===== config.mk =====
export PLATFORM = sky130hd
export DESIGN_NAME = dsu_top
export DESIGN_NICKNAME = d
export VERILOG_FILES = /design/src/inc/dsu_pkg.sv /design/src/logic/dsu_top.sv
export SDC_FILE = /design/constraint.sdc
export NUM_CORES = 1
export LEC_CHECK = 0
export BUFFER_PORTS_ARGS = -buffer_cell sky130_fd_sc_hd__buf_2
export CORE_MARGIN = 8
export CORE_UTILIZATION = 62
export DETAILED_ROUTE_END_ITERATION = 6
export GPL_TIMING_DRIVEN = 0
export PLACE_DENSITY = 0.82
export RECOVER_POWER = 50
export SLEW_MARGIN = 20
export SYNTH_ARGS = -nofsm -noshare
export SYNTH_HDL_FRONTEND = slang
export SYNTH_SLANG_ARGS = --single-unit

===== constraint.sdc =====
create_clock -name core_clk_i -period 4 [get_ports core_clk_i]
set_input_delay 0.2 -clock core_clk_i [delete_from_list [all_inputs] [get_ports core_clk_i]]
set_output_delay 0.2 -clock core_clk_i [all_outputs]
set_load 0.01 [all_outputs]

===== src/inc/dsu_pkg.sv =====
// dsu_pkg: constants and carrier types for the dual-mode serial unit.
// assumes one system clock; all pins already synchronous to it.
package dsu_pkg;
  // baud accumulator: rate = (256 + mant) * 2^exp / 2^28 * f_clk
  localparam int BAUD_FRAC_W = 28;
  localparam logic [8:0] BAUD_M_BASE = 9'h100;
  localparam logic [5:0] OVS_SHIFT = 6'h04;  // 16 ticks per uart bit
  localparam logic [5:0] HALF_SHIFT = 6'h01; // 2 ticks per spi bit
  localparam logic [3:0] OVS_MID = 4'h7;
  localparam logic [3:0] OVS_LAST = 4'hF;
  localparam logic [3:0] UART_BITS_BASE = 4'hA; // start + 8 + stop
  localparam logic [3:0] RX_LAST_BASE = 4'h8;   // index of stop bit
  localparam logic [2:0] SPI_LAST_BIT = 3'h7;
  localparam logic [7:0] DATA_RESET = 8'h00;

  typedef struct packed {
    logic mode;               // 1 uart, 0 spi
    logic slave;              // spi slave when set
    logic receiver_enable;
    logic ninth_bit_enable;
    logic parity_en;
    logic parity_odd;
    logic ninth_data;         // ninth bit sent when not parity
    logic stop_bit_count_sel;
    logic stop_level;
    logic start_level;
    logic msb_first;
    logic cpol;
    logic flush;
    logic [7:0] baud_m;
    logic [4:0] baud_e;
  } dsu_cfg_type;

  typedef struct packed {
    logic dbuf_wr;            // write of data_buffer_reg
    logic dbuf_rd;            // read of data_buffer_reg
    logic csr_rd;             // read of ctrl_status_reg
    logic tx_done_clr;
    logic [7:0] wdata;
  } dsu_req_type;

  typedef struct packed {
    logic rxd;
    logic mosi;
    logic miso;
    logic sck;
    logic ssn_b;
  } dsu_pin_in_type;

  typedef struct packed {
    logic txd;
    logic mosi;
    logic mosi_oe_b;
    logic miso;
    logic miso_oe_b;
    logic sck;
    logic sck_oe_b;
  } dsu_pin_out_type;

  typedef struct packed {
    logic active;
    logic rx_byte;
    logic tx_byte;
    logic parity_err;
    logic framing_error_flag;
    logic rx_ninth_bit_enable;
    logic [7:0] data_buffer_reg;
  } dsu_stat_type;

  typedef struct packed {
    logic rx_irq;
    logic tx_irq;
    logic dma_rx;
    logic dma_tx;
  } dsu_evt_type;

  typedef enum logic {TX_IDLE = 1'b0, TX_SHIFT = 1'b1} dsu_tx_state_type;
  typedef enum logic [1:0] {
    RX_IDLE = 2'b00, RX_HUNT = 2'b01, RX_SHIFT = 2'b10, RX_DONE = 2'b11
  } dsu_rx_state_type;
  typedef enum logic {SP_IDLE = 1'b0, SP_XFER = 1'b1} dsu_spi_state_type;
endpackage : dsu_pkg


===== src/logic/dsu_top.sv =====
// dsu_top: two identical dual-mode serial units, uart or spi each.
// assumes core_clk_i at 25 MHz and every pin input synchronous to it.

module dsu_unit
  import dsu_pkg::*;
(
  input wire logic core_clk_i,
  input wire logic rst_b_i,
  input wire dsu_cfg_type cfg_i,
  input wire dsu_req_type req_i,
  input wire dsu_pin_in_type pin_i,
  output dsu_pin_out_type pin_o,
  output dsu_stat_type stat_o,
  output dsu_evt_type evt_o
);

  function automatic logic [7:0] dsu_order(input logic [7:0] d,
                                           input logic rev);
    dsu_order = d;
    if (rev) dsu_order = {<<{d}};
  endfunction : dsu_order

  function automatic logic dsu_par(input logic [7:0] d,
                                   input logic odd);
    dsu_par = (^d) ^ odd;
  endfunction : dsu_par

  dsu_tx_state_type tx_st_q;
  dsu_rx_state_type rx_st_q;
  dsu_spi_state_type sp_st_q;
  logic [BAUD_FRAC_W-1:0] acc_q;
  logic [63:0] inc;
  logic [63:0] sum;
  logic [5:0] shamt;
  logic tick;
  logic uart;
  logic stop;
  logic [7:0] hold_q;
  logic hold_v_q;
  logic [11:0] tx_sh_q;
  logic [11:0] frame;
  logic [3:0] tx_left_q;
  logic [3:0] tx_ph_q;
  logic [3:0] tx_len;
  logic tx_load;
  logic tx_fin;
  logic [10:0] rx_sh_q;
  logic [3:0] rx_cnt_q;
  logic [3:0] rx_ph_q;
  logic [3:0] rx_last;
  logic [7:0] rx_ord;
  logic rx_fin;
  logic perr;
  logic ferr;
  logic stop1;
  logic stop2;
  logic [7:0] sp_sh_q;
  logic sp_smp_q;
  logic [2:0] sp_bit_q;
  logic sck_q;
  logic sck_prev_q;
  logic sp_in;
  logic sp_lead;
  logic sp_trail;
  logic sp_start;
  logic sp_take;
  logic sp_abort;
  logic sp_fin;
  logic [7:0] sp_rx;
  logic [7:0] rdata_q;
  logic rb9_q;
  logic rx_byte_q;
  logic tx_byte_q;
  logic err_q;
  logic fe_q;
  dsu_evt_type evt_q;

  assign uart = cfg_i.mode;
  assign stop = cfg_i.stop_level;

  // fractional baud accumulator; uart runs it 16x, spi master 2x
  assign shamt = {1'b0, cfg_i.baud_e} + (uart ? OVS_SHIFT : HALF_SHIFT);
  assign inc = 64'(BAUD_M_BASE + {1'b0, cfg_i.baud_m}) << shamt;
  assign sum = {{(64 - BAUD_FRAC_W){1'b0}}, acc_q} + inc;
  // a carry above bit 27 is one tick; several carries still give one
  assign tick = |sum[63:BAUD_FRAC_W];

  always_ff @(posedge core_clk_i or negedge rst_b_i) begin
    if (!rst_b_i) begin
      acc_q <= '0;
    end else if (cfg_i.flush) begin
      acc_q <= '0;
    end else begin
      acc_q <= sum[BAUD_FRAC_W-1:0];
    end
  end

  // holding register: first stage of the double-buffered transmit
  always_ff @(posedge core_clk_i or negedge rst_b_i) begin
    if (!rst_b_i) begin
      hold_q <= DATA_RESET;
      hold_v_q <= 1'b0;
    end else if (cfg_i.flush) begin
      hold_q <= DATA_RESET;
      hold_v_q <= 1'b0;
    end else if (req_i.dbuf_wr) begin
      hold_q <= req_i.wdata;
      hold_v_q <= 1'b1;
    end else if (tx_load || sp_take) begin
      hold_v_q <= 1'b0;
    end
  end

  // uart frame on the line, lsb of the shifter goes out first
  assign tx_load = uart && !cfg_i.flush && tx_st_q == TX_IDLE && hold_v_q;
  assign tx_len = UART_BITS_BASE + {3'b000, cfg_i.ninth_bit_enable}
                  + {3'b000, cfg_i.stop_bit_count_sel};
  always_comb begin
    frame = {stop, stop, stop, dsu_order(hold_q, cfg_i.msb_first),
             cfg_i.start_level};
    if (cfg_i.ninth_bit_enable) begin
      frame[9] = cfg_i.parity_en ? dsu_par(hold_q, cfg_i.parity_odd)
                                 : cfg_i.ninth_data;
    end
  end
  assign tx_fin = tx_st_q == TX_SHIFT && tick && tx_ph_q == OVS_LAST &&
                  tx_left_q == 4'h1;

  always_ff @(posedge core_clk_i or negedge rst_b_i) begin
    if (!rst_b_i) begin
      tx_st_q <= TX_IDLE;
      tx_sh_q <= '1;
      tx_left_q <= 4'h0;
      tx_ph_q <= 4'h0;
    end else if (cfg_i.flush || !uart) begin
      tx_st_q <= TX_IDLE;
      tx_sh_q <= {12{stop}};
    end else begin
      case (tx_st_q)
        TX_IDLE: begin
          tx_sh_q <= {12{stop}}; // idle line sits at stop level
          tx_ph_q <= 4'h0;
          if (hold_v_q) begin
            tx_sh_q <= frame;
            tx_left_q <= tx_len;
            tx_st_q <= TX_SHIFT;
          end
        end
        TX_SHIFT: begin
          if (tick) begin
            tx_ph_q <= tx_ph_q + 4'h1;
            if (tx_ph_q == OVS_LAST) begin
              tx_sh_q <= {stop, tx_sh_q[11:1]};
              tx_left_q <= tx_left_q - 4'h1;
              if (tx_left_q == 4'h1) begin
                tx_st_q <= TX_IDLE;
              end
            end
          end
        end
        default: tx_st_q <= TX_IDLE;
      endcase
    end
  end

  // receiver has its own phase counter so it never shifts the tx bit grid
  assign rx_last = RX_LAST_BASE + {3'b000, cfg_i.ninth_bit_enable}
                   + {3'b000, cfg_i.stop_bit_count_sel};
  always_ff @(posedge core_clk_i or negedge rst_b_i) begin
    if (!rst_b_i) begin
      rx_st_q <= RX_IDLE;
      rx_sh_q <= '0;
      rx_cnt_q <= 4'h0;
      rx_ph_q <= 4'h0;
    end else if (cfg_i.flush || !uart || !cfg_i.receiver_enable) begin
      rx_st_q <= RX_IDLE;
      rx_ph_q <= 4'h0;
    end else begin
      case (rx_st_q)
        RX_IDLE: begin
          rx_st_q <= RX_HUNT;
          rx_ph_q <= 4'h0;
          rx_cnt_q <= 4'h0;
        end
        RX_HUNT: begin
          if (tick) begin
            if (pin_i.rxd == cfg_i.start_level) begin
              rx_ph_q <= rx_ph_q + 4'h1;
              if (rx_ph_q == OVS_MID) begin
                rx_st_q <= RX_SHIFT; // start still valid mid-bit
                rx_ph_q <= 4'h0;
              end
            end else begin
              rx_ph_q <= 4'h0; // glitch, keep hunting
            end
          end
        end
        RX_SHIFT: begin
          if (tick) begin
            rx_ph_q <= rx_ph_q + 4'h1;
            if (rx_ph_q == OVS_LAST) begin
              rx_sh_q[rx_cnt_q] <= pin_i.rxd;
              rx_cnt_q <= rx_cnt_q + 4'h1;
              if (rx_cnt_q == rx_last) begin
                rx_st_q <= RX_DONE;
              end
            end
          end
        end
        RX_DONE: rx_st_q <= RX_IDLE;
        default: rx_st_q <= RX_IDLE;
      endcase
    end
  end

  // character checks done once the whole frame is in
  assign rx_fin = rx_st_q == RX_DONE;
  assign rx_ord = dsu_order(rx_sh_q[7:0], cfg_i.msb_first);
  assign stop1 = cfg_i.ninth_bit_enable ? rx_sh_q[9] : rx_sh_q[8];
  assign stop2 = cfg_i.ninth_bit_enable ? rx_sh_q[10] : rx_sh_q[9];
  assign perr = cfg_i.ninth_bit_enable && cfg_i.parity_en &&
                rx_sh_q[8] != dsu_par(rx_ord, cfg_i.parity_odd);
  assign ferr = stop1 != stop ||
                (cfg_i.stop_bit_count_sel && stop2 != stop);

  // spi: master paces sck from the baud tick, slave follows sck pin
  assign sp_in = cfg_i.slave ? pin_i.mosi : pin_i.miso;
  assign sp_lead = cfg_i.slave ? (pin_i.sck ^ cfg_i.cpol) && !sck_prev_q
                               : tick && sck_q == cfg_i.cpol;
  assign sp_trail = cfg_i.slave ? !(pin_i.sck ^ cfg_i.cpol) && sck_prev_q
                                : tick && sck_q != cfg_i.cpol;
  assign sp_start = !uart && !cfg_i.flush && sp_st_q == SP_IDLE &&
                    (cfg_i.slave ? !pin_i.ssn_b : hold_v_q);
  assign sp_take = sp_start && hold_v_q;
  // slave deselected mid-byte drops the transfer
  assign sp_abort = cfg_i.slave && pin_i.ssn_b;
  assign sp_fin = sp_st_q == SP_XFER && !sp_abort && sp_trail &&
                  sp_bit_q == SPI_LAST_BIT;
  assign sp_rx = dsu_order({sp_sh_q[6:0], sp_smp_q}, !cfg_i.msb_first);

  always_ff @(posedge core_clk_i or negedge rst_b_i) begin
    if (!rst_b_i) begin
      sck_prev_q <= 1'b0;
    end else begin
      sck_prev_q <= pin_i.sck ^ cfg_i.cpol;
    end
  end

  always_ff @(posedge core_clk_i or negedge rst_b_i) begin
    if (!rst_b_i) begin
      sp_st_q <= SP_IDLE;
      sp_sh_q <= DATA_RESET;
      sp_smp_q <= 1'b0;
      sp_bit_q <= 3'h0;
      sck_q <= 1'b0;
    end else if (cfg_i.flush || uart) begin
      sp_st_q <= SP_IDLE;
      sck_q <= cfg_i.cpol;
    end else begin
      case (sp_st_q)
        SP_IDLE: begin
          sck_q <= cfg_i.cpol;
          sp_bit_q <= 3'h0;
          if (sp_start) begin
            sp_sh_q <= hold_v_q ? dsu_order(hold_q, !cfg_i.msb_first)
                                : DATA_RESET;
            sp_st_q <= SP_XFER;
          end
        end
        SP_XFER: begin
          if (!cfg_i.slave && tick) begin
            sck_q <= !sck_q;
          end
          if (sp_abort) begin
            sp_st_q <= SP_IDLE;
          end else begin
            if (sp_lead) begin
              sp_smp_q <= sp_in;
            end
            if (sp_trail) begin
              sp_sh_q <= {sp_sh_q[6:0], sp_smp_q};
              sp_bit_q <= sp_bit_q + 3'h1;
              if (sp_bit_q == SPI_LAST_BIT) begin
                sp_st_q <= SP_IDLE;
              end
            end
          end
        end
        default: sp_st_q <= SP_IDLE;
      endcase
    end
  end

  // received data and status; a flag set beats a same-cycle clear, flush beats a data load
  always_ff @(posedge core_clk_i or negedge rst_b_i) begin
    if (!rst_b_i) begin
      rdata_q <= DATA_RESET;
      rb9_q <= 1'b0;
    end else if (cfg_i.flush) begin
      rdata_q <= DATA_RESET;
      rb9_q <= 1'b0;
    end else if (rx_fin) begin
      rdata_q <= rx_ord;
      rb9_q <= rx_sh_q[8];
    end else if (sp_fin) begin
      rdata_q <= sp_rx;
    end
  end

  always_ff @(posedge core_clk_i or negedge rst_b_i) begin
    if (!rst_b_i) begin
      rx_byte_q <= 1'b0;
    end else if (rx_fin || sp_fin) begin
      rx_byte_q <= 1'b1;
    end else if (req_i.dbuf_rd) begin
      rx_byte_q <= 1'b0;
    end
  end

  always_ff @(posedge core_clk_i or negedge rst_b_i) begin
    if (!rst_b_i) begin
      tx_byte_q <= 1'b0;
    end else if (tx_fin || sp_fin) begin
      tx_byte_q <= 1'b1;
    end else if (req_i.tx_done_clr) begin
      tx_byte_q <= 1'b0;
    end
  end

  always_ff @(posedge core_clk_i or negedge rst_b_i) begin
    if (!rst_b_i) begin
      err_q <= 1'b0;
      fe_q <= 1'b0;
    end else begin
      if (rx_fin && perr) begin
        err_q <= 1'b1;
      end else if (req_i.csr_rd) begin
        err_q <= 1'b0;
      end
      if (rx_fin && ferr) begin
        fe_q <= 1'b1;
      end else if (req_i.csr_rd) begin
        fe_q <= 1'b0;
      end
    end
  end

  // one-cycle event pulses, registered one edge after the cause
  always_ff @(posedge core_clk_i or negedge rst_b_i) begin
    if (!rst_b_i) begin
      evt_q <= '0;
    end else begin
      evt_q.rx_irq <= rx_fin || sp_fin;
      evt_q.tx_irq <= tx_load || sp_take;
      evt_q.dma_rx <= rx_fin || sp_fin;
      evt_q.dma_tx <= tx_fin || sp_fin;
    end
  end

  assign evt_o = evt_q;
  assign stat_o.active = tx_st_q != TX_IDLE || rx_st_q == RX_HUNT ||
                         rx_st_q == RX_SHIFT || sp_st_q != SP_IDLE;
  assign stat_o.rx_byte = rx_byte_q;
  assign stat_o.tx_byte = tx_byte_q;
  assign stat_o.parity_err = err_q;
  assign stat_o.framing_error_flag = fe_q;
  assign stat_o.rx_ninth_bit_enable = rb9_q;
  assign stat_o.data_buffer_reg = rdata_q;

  // pin drive; enables are low while this unit drives the pin
  assign pin_o.txd = tx_sh_q[0];
  assign pin_o.mosi = sp_sh_q[7];
  assign pin_o.miso = sp_sh_q[7];
  assign pin_o.sck = sck_q;
  assign pin_o.mosi_oe_b = !(!uart && !cfg_i.slave);
  assign pin_o.sck_oe_b = !(!uart && !cfg_i.slave);
  assign pin_o.miso_oe_b = !(!uart && cfg_i.slave && !pin_i.ssn_b);
endmodule : dsu_unit

module dsu_top
  import dsu_pkg::*;
#(
  parameter int UNITS = 2
) (
  input wire logic core_clk_i,
  input wire logic rst_b_i,
  input wire dsu_cfg_type [UNITS-1:0] cfg_i,
  input wire dsu_req_type [UNITS-1:0] req_i,
  input wire dsu_pin_in_type [UNITS-1:0] pin_i,
  output dsu_pin_out_type [UNITS-1:0] pin_o,
  output dsu_stat_type [UNITS-1:0] stat_o,
  output dsu_evt_type [UNITS-1:0] evt_o
);
  // each unit has its own pins and settings, only clock and reset are shared
  for (genvar u = 0; u < UNITS; u++) begin : g_unit
    dsu_unit u_unit (
      .core_clk_i(core_clk_i),
      .rst_b_i(rst_b_i),
      .cfg_i(cfg_i[u]),
      .req_i(req_i[u]),
      .pin_i(pin_i[u]),
      .pin_o(pin_o[u]),
      .stat_o(stat_o[u]),
      .evt_o(evt_o[u])
    );
  end
endmodule : dsu_top


==> impl_metrics.json <==
{
  "status": "complete, but fails checks",
  "violations": "DRC, capacitance limit, slew limit, setup timing",
  "synth_area_leader_cell": "dfrtp_1",
  "yosysMostFrequentCell": "nor2_1",
  "yosysWarnings": 0,
  "synthToLayoutAreaGrowth_pct": 37.2,
  "fillers": 1359,
  "synth_cells": 1943,
  "cts.sinks": 220,
  "p_total_mw": 8.33,
  "grt_util_all_layers": 0.314,
  "coreArea_um2": 27600,
  "cts_buffer_depth": 3,
  "synth_nets": 2127,
  "root_buffer": "clkbuf_16",
  "layout.nets": 2495,
  "clk_pin_slew_ns": 0.06,
  "numCtsBuffers": 26,
  "num_vias": 18000,
  "cts_max_level": 1,
  "timing.final.crit_share": 1.19,
  "rr_worst_depth": 16,
  "ys_types": 95,
  "tightest_slew_ns": 2.06,
  "crit_required_ns": 4.45,
  "grt_pass1_wl_um": 87200,
  "rsz0062_at_grt": "true",
  "slew_violations": 37,
  "start_kind": "primary input",
  "cts_tree": "yes",
  "core.rowCount": 61,
  "synth_top_area_frac": 0.285,
  "routabilityCongestion": 0.941,
  "critical_path_class": "in2reg",
  "drt.antenna.violating_nets": 0,
  "dieWidth_um": 183,
  "dieArea_um2": 33400,
  "grt_max_degree": 103,
  "hold_path_class": "in2reg",
  "cellPowerDensity_nw_per_um2": 353,
  "whs_path_depth": 3,
  "drt-total-wl_um": 60400,
  "antenna_found_initial": 0,
  "portBuffers": 132,
  "ys_top_cells_by_area": "dfrtp_1 (28%), ha_1 (6.8%), mux2_2 (5.4%)",
  "synth-async-reset-ratio": 1.00,
  "skew_ns": 0.0266,
  "first_global_vias": 17100,
  "avgViaCountPerCell": 6.66,
  "arrival_ns": 5.19,
  "grt_overflow": 0,
  "placed_cells": 2455,
  "first_pass_iters": 7,
  "fmax_ghz": 0.211,
  "wl_per_cell_um": 22.3,
  "dp_hpwl_um": 34700,
  "die_h_um": 183,
  "setup_viol_count_final": 141,
  "place_ws_ns": -1.89,
  "synth_commonest_cells": "nor2_1 (223), dfrtp_1 (196), nand2_1 (188), o21ai_0 (122), a21oi_1 (114)",
  "diodes": 0,
  "cp-end-kind": "flip-flop",
  "drt_iter0_drc": 2202,
  "setup_slack_ns": -0.743,
  "stdcell_count": 2709,
  "synth_seq_cells": 220,
  "clock_latency_ns": 0.57,
  "hold_viol": 0,
  "holdWs_ns": 0.0672,
  "cp_max_fo": 8,
  "synth_area_per_cell_um2": 8.86,
  "ir_drop_uv": 310,
  "drc": 1,
  "ioPinCount": 138,
  "cap_violations": 1,
  "syn_area_um2": 17200,
  "min_period_ns": 4.74,
  "synth-edff-count": 0,
  "initial_core_util": 0.625,
  "layout-drive-gt1-share": 0.344,
  "synth_ff_type": "dfrtp_1",
  "slew_headroom": -0.376,
  "power_leakage_nw": 10.2,
  "yosysSeqAreaShare": 0.321
}
[metal layers]
| layer | part of all wire | global-route usage | wire, um | vias up |
|---|---|---|---|---|
| li1 | - | - | - | 7792 |
| met1 | 0.38 | 0.395 | 22800 | 8698 |
| met2 | 0.48 | 0.542 | 29300 | 1254 |
| met3 | 0.085 | 0.0428 | 5160 | 301 |
| met4 | 0.052 | 0.118 | 3140 | 0 |
| met5 | 0 | 0 | 0 | - |
[final timing paths]
| kind | to | slack, ns | startpoint |
|---|---|---|---|
| worst max-delay path | g_unit[1].u_unit.rx_sh_q[7]$_DFFE_PN0P_ | -0.74 | cfg_i[51] |
| worst min-delay path | g_unit[0].u_unit.evt_o[0]$_DFF_PN0_ | 0.07 | pin_i[0] |
| worst max register to register | g_unit[1].u_unit.rx_sh_q[7]$_DFFE_PN0P_ | 0.16 | g_unit[1].u_unit.acc_q[0]$_DFF_PN0_ |
| worst min register to register | g_unit[0].u_unit.rx_byte_q$_DFFE_PN0P_ | 0.48 | g_unit[0].u_unit.rx_byte_q$_DFFE_PN0P_ |
| max in group asynchronous | g_unit[1].u_unit.hold_q[7]$_DFFE_PN0P_ | 0.60 | rst_b_i |
| min in group asynchronous | g_unit[0].u_unit.acc_q[22]$_DFF_PN0_ | 0.78 | rst_b_i |
[critical path, stage by stage]
cell,delay (ns)
buf_12,0.11
inv_12,0.04
ha_4,0.16
ha_4,0.32
buf_8,0.15
buf_8,0.11
mux4_2,0.31
nand2_2,0.09
and2_4,0.14
nor2_1,0.04
a31oi_2,0.26
buf_4,0.17
nor2_2,0.05
ha_4,0.33
nand4_1,0.24
nor3_4,0.33
nand4_1,0.16
o211ai_1,0.21
o21ai_2,0.15
nor3_2,0.23
o32a_4,0.21
a211oi_4,0.05
buf_12,0.17
a211oi_4,0.33
buf_6,0.20
nand3_4,0.09
mux2_4,0.33
[placed cells by master (no fill, tap or decap), types with 28 or more instances in the layout]
cell           instances
dfrtp_1              196
nor2_1               189
nand2_1              164
buf_4                147
clkbuf_1             105
buf_2                 87
a21oi_1               80
o21ai_0               79
ha_1                  65
xnor2_1               64
mux2i_1               60
inv_1                 54
mux2_4                53
buf_6                 47
nand3_1               45
dlygate4sd3_1         37
xor2_1                31
mux4_2                30
mux2_2                30
clkbuf_16             28
[flip-flops by register name, indices dropped and copies added (netlist names), 4 cells and up]
register,flops
g_unit.u_unit.sp_sh_q,16
g_unit.u_unit.rdata_q,16
g_unit.u_unit.sp_bit_q,6
g_unit.u_unit.rx_ph_q,8
g_unit.u_unit.tx_left_q,8
g_unit.u_unit.tx_sh_q,24
g_unit.u_unit.acc_q,56
g_unit.u_unit.evt_o,6
g_unit.u_unit.hold_q,16
g_unit.u_unit.tx_ph_q,8
g_unit.u_unit.rx_cnt_q,8
g_unit.u_unit.rx_sh_q,22
g_unit.u_unit.rx_st_q,4
[layout make-up]
| type | count | area, um2 | area share |
|---|---|---|---|
| Buffer | 107 | 718 | 0.0304 |
| Clock buffer | 41 | 777 | 0.0329 |
| Clock inverter | 7 | 77.6 | 0.00328 |
| Inverter | 58 | 236 | 0.0100 |
| Multi-Input combinational cell | 1549 | 13100 | 0.555 |
| Sequential cell | 220 | 5540 | 0.234 |
| Tap cell | 378 | 473 | 0.0200 |
| Timing Repair Buffer | 349 | 2700 | 0.114 |
[where the power goes]
| part | switching (mW) | internal (mW) |
|---|---|---|
| Combinational | 1.81 | 1.54 |
| Clock | 1.01 | 1.40 |
| Sequential | 0.148 | 2.43 |
[per-stage QoR]
step	area, um2	setup TNS [ns]	util
finish	23600	-65.58	0.858
global route	23600	-78.11	0.858
CTS	22300	-42.41	0.811
detailed placement	19200	-217.95	0.697
global placement	19100	-439.52	0.695
floorplan	18000	-55.28	-
[repair_timing]
item                       4_1_cts  5_1_grt
gates resized for setup        230      201
hold endpoints to repair       145        0
setup endpoints to repair      146      148
pin swaps                      115      130
gates cloned                     6        2
buffers inserted               105       77
hold buffers                    37        0
[logic make-up (layout without fill, tap and decap cells)]
| logic type | Yosys count | count (layout) | synth area share |
|---|---|---|---|
| and+or+nand+nor | 685 | 685 | 0.187 |
| AOI/OAI and AO/OA | 479 | 479 | 0.185 |
| DFF | 220 | 220 | 0.321 |
| muxes | 184 | 184 | 0.135 |
| buffers and inverters | 174 | 562 | 0.0454 |
| xor gates and xnor gates | 105 | 105 | 0.0549 |
| adders and majority gates | 96 | 96 | 0.0706 |
Power figures use the tool's default switching activity.
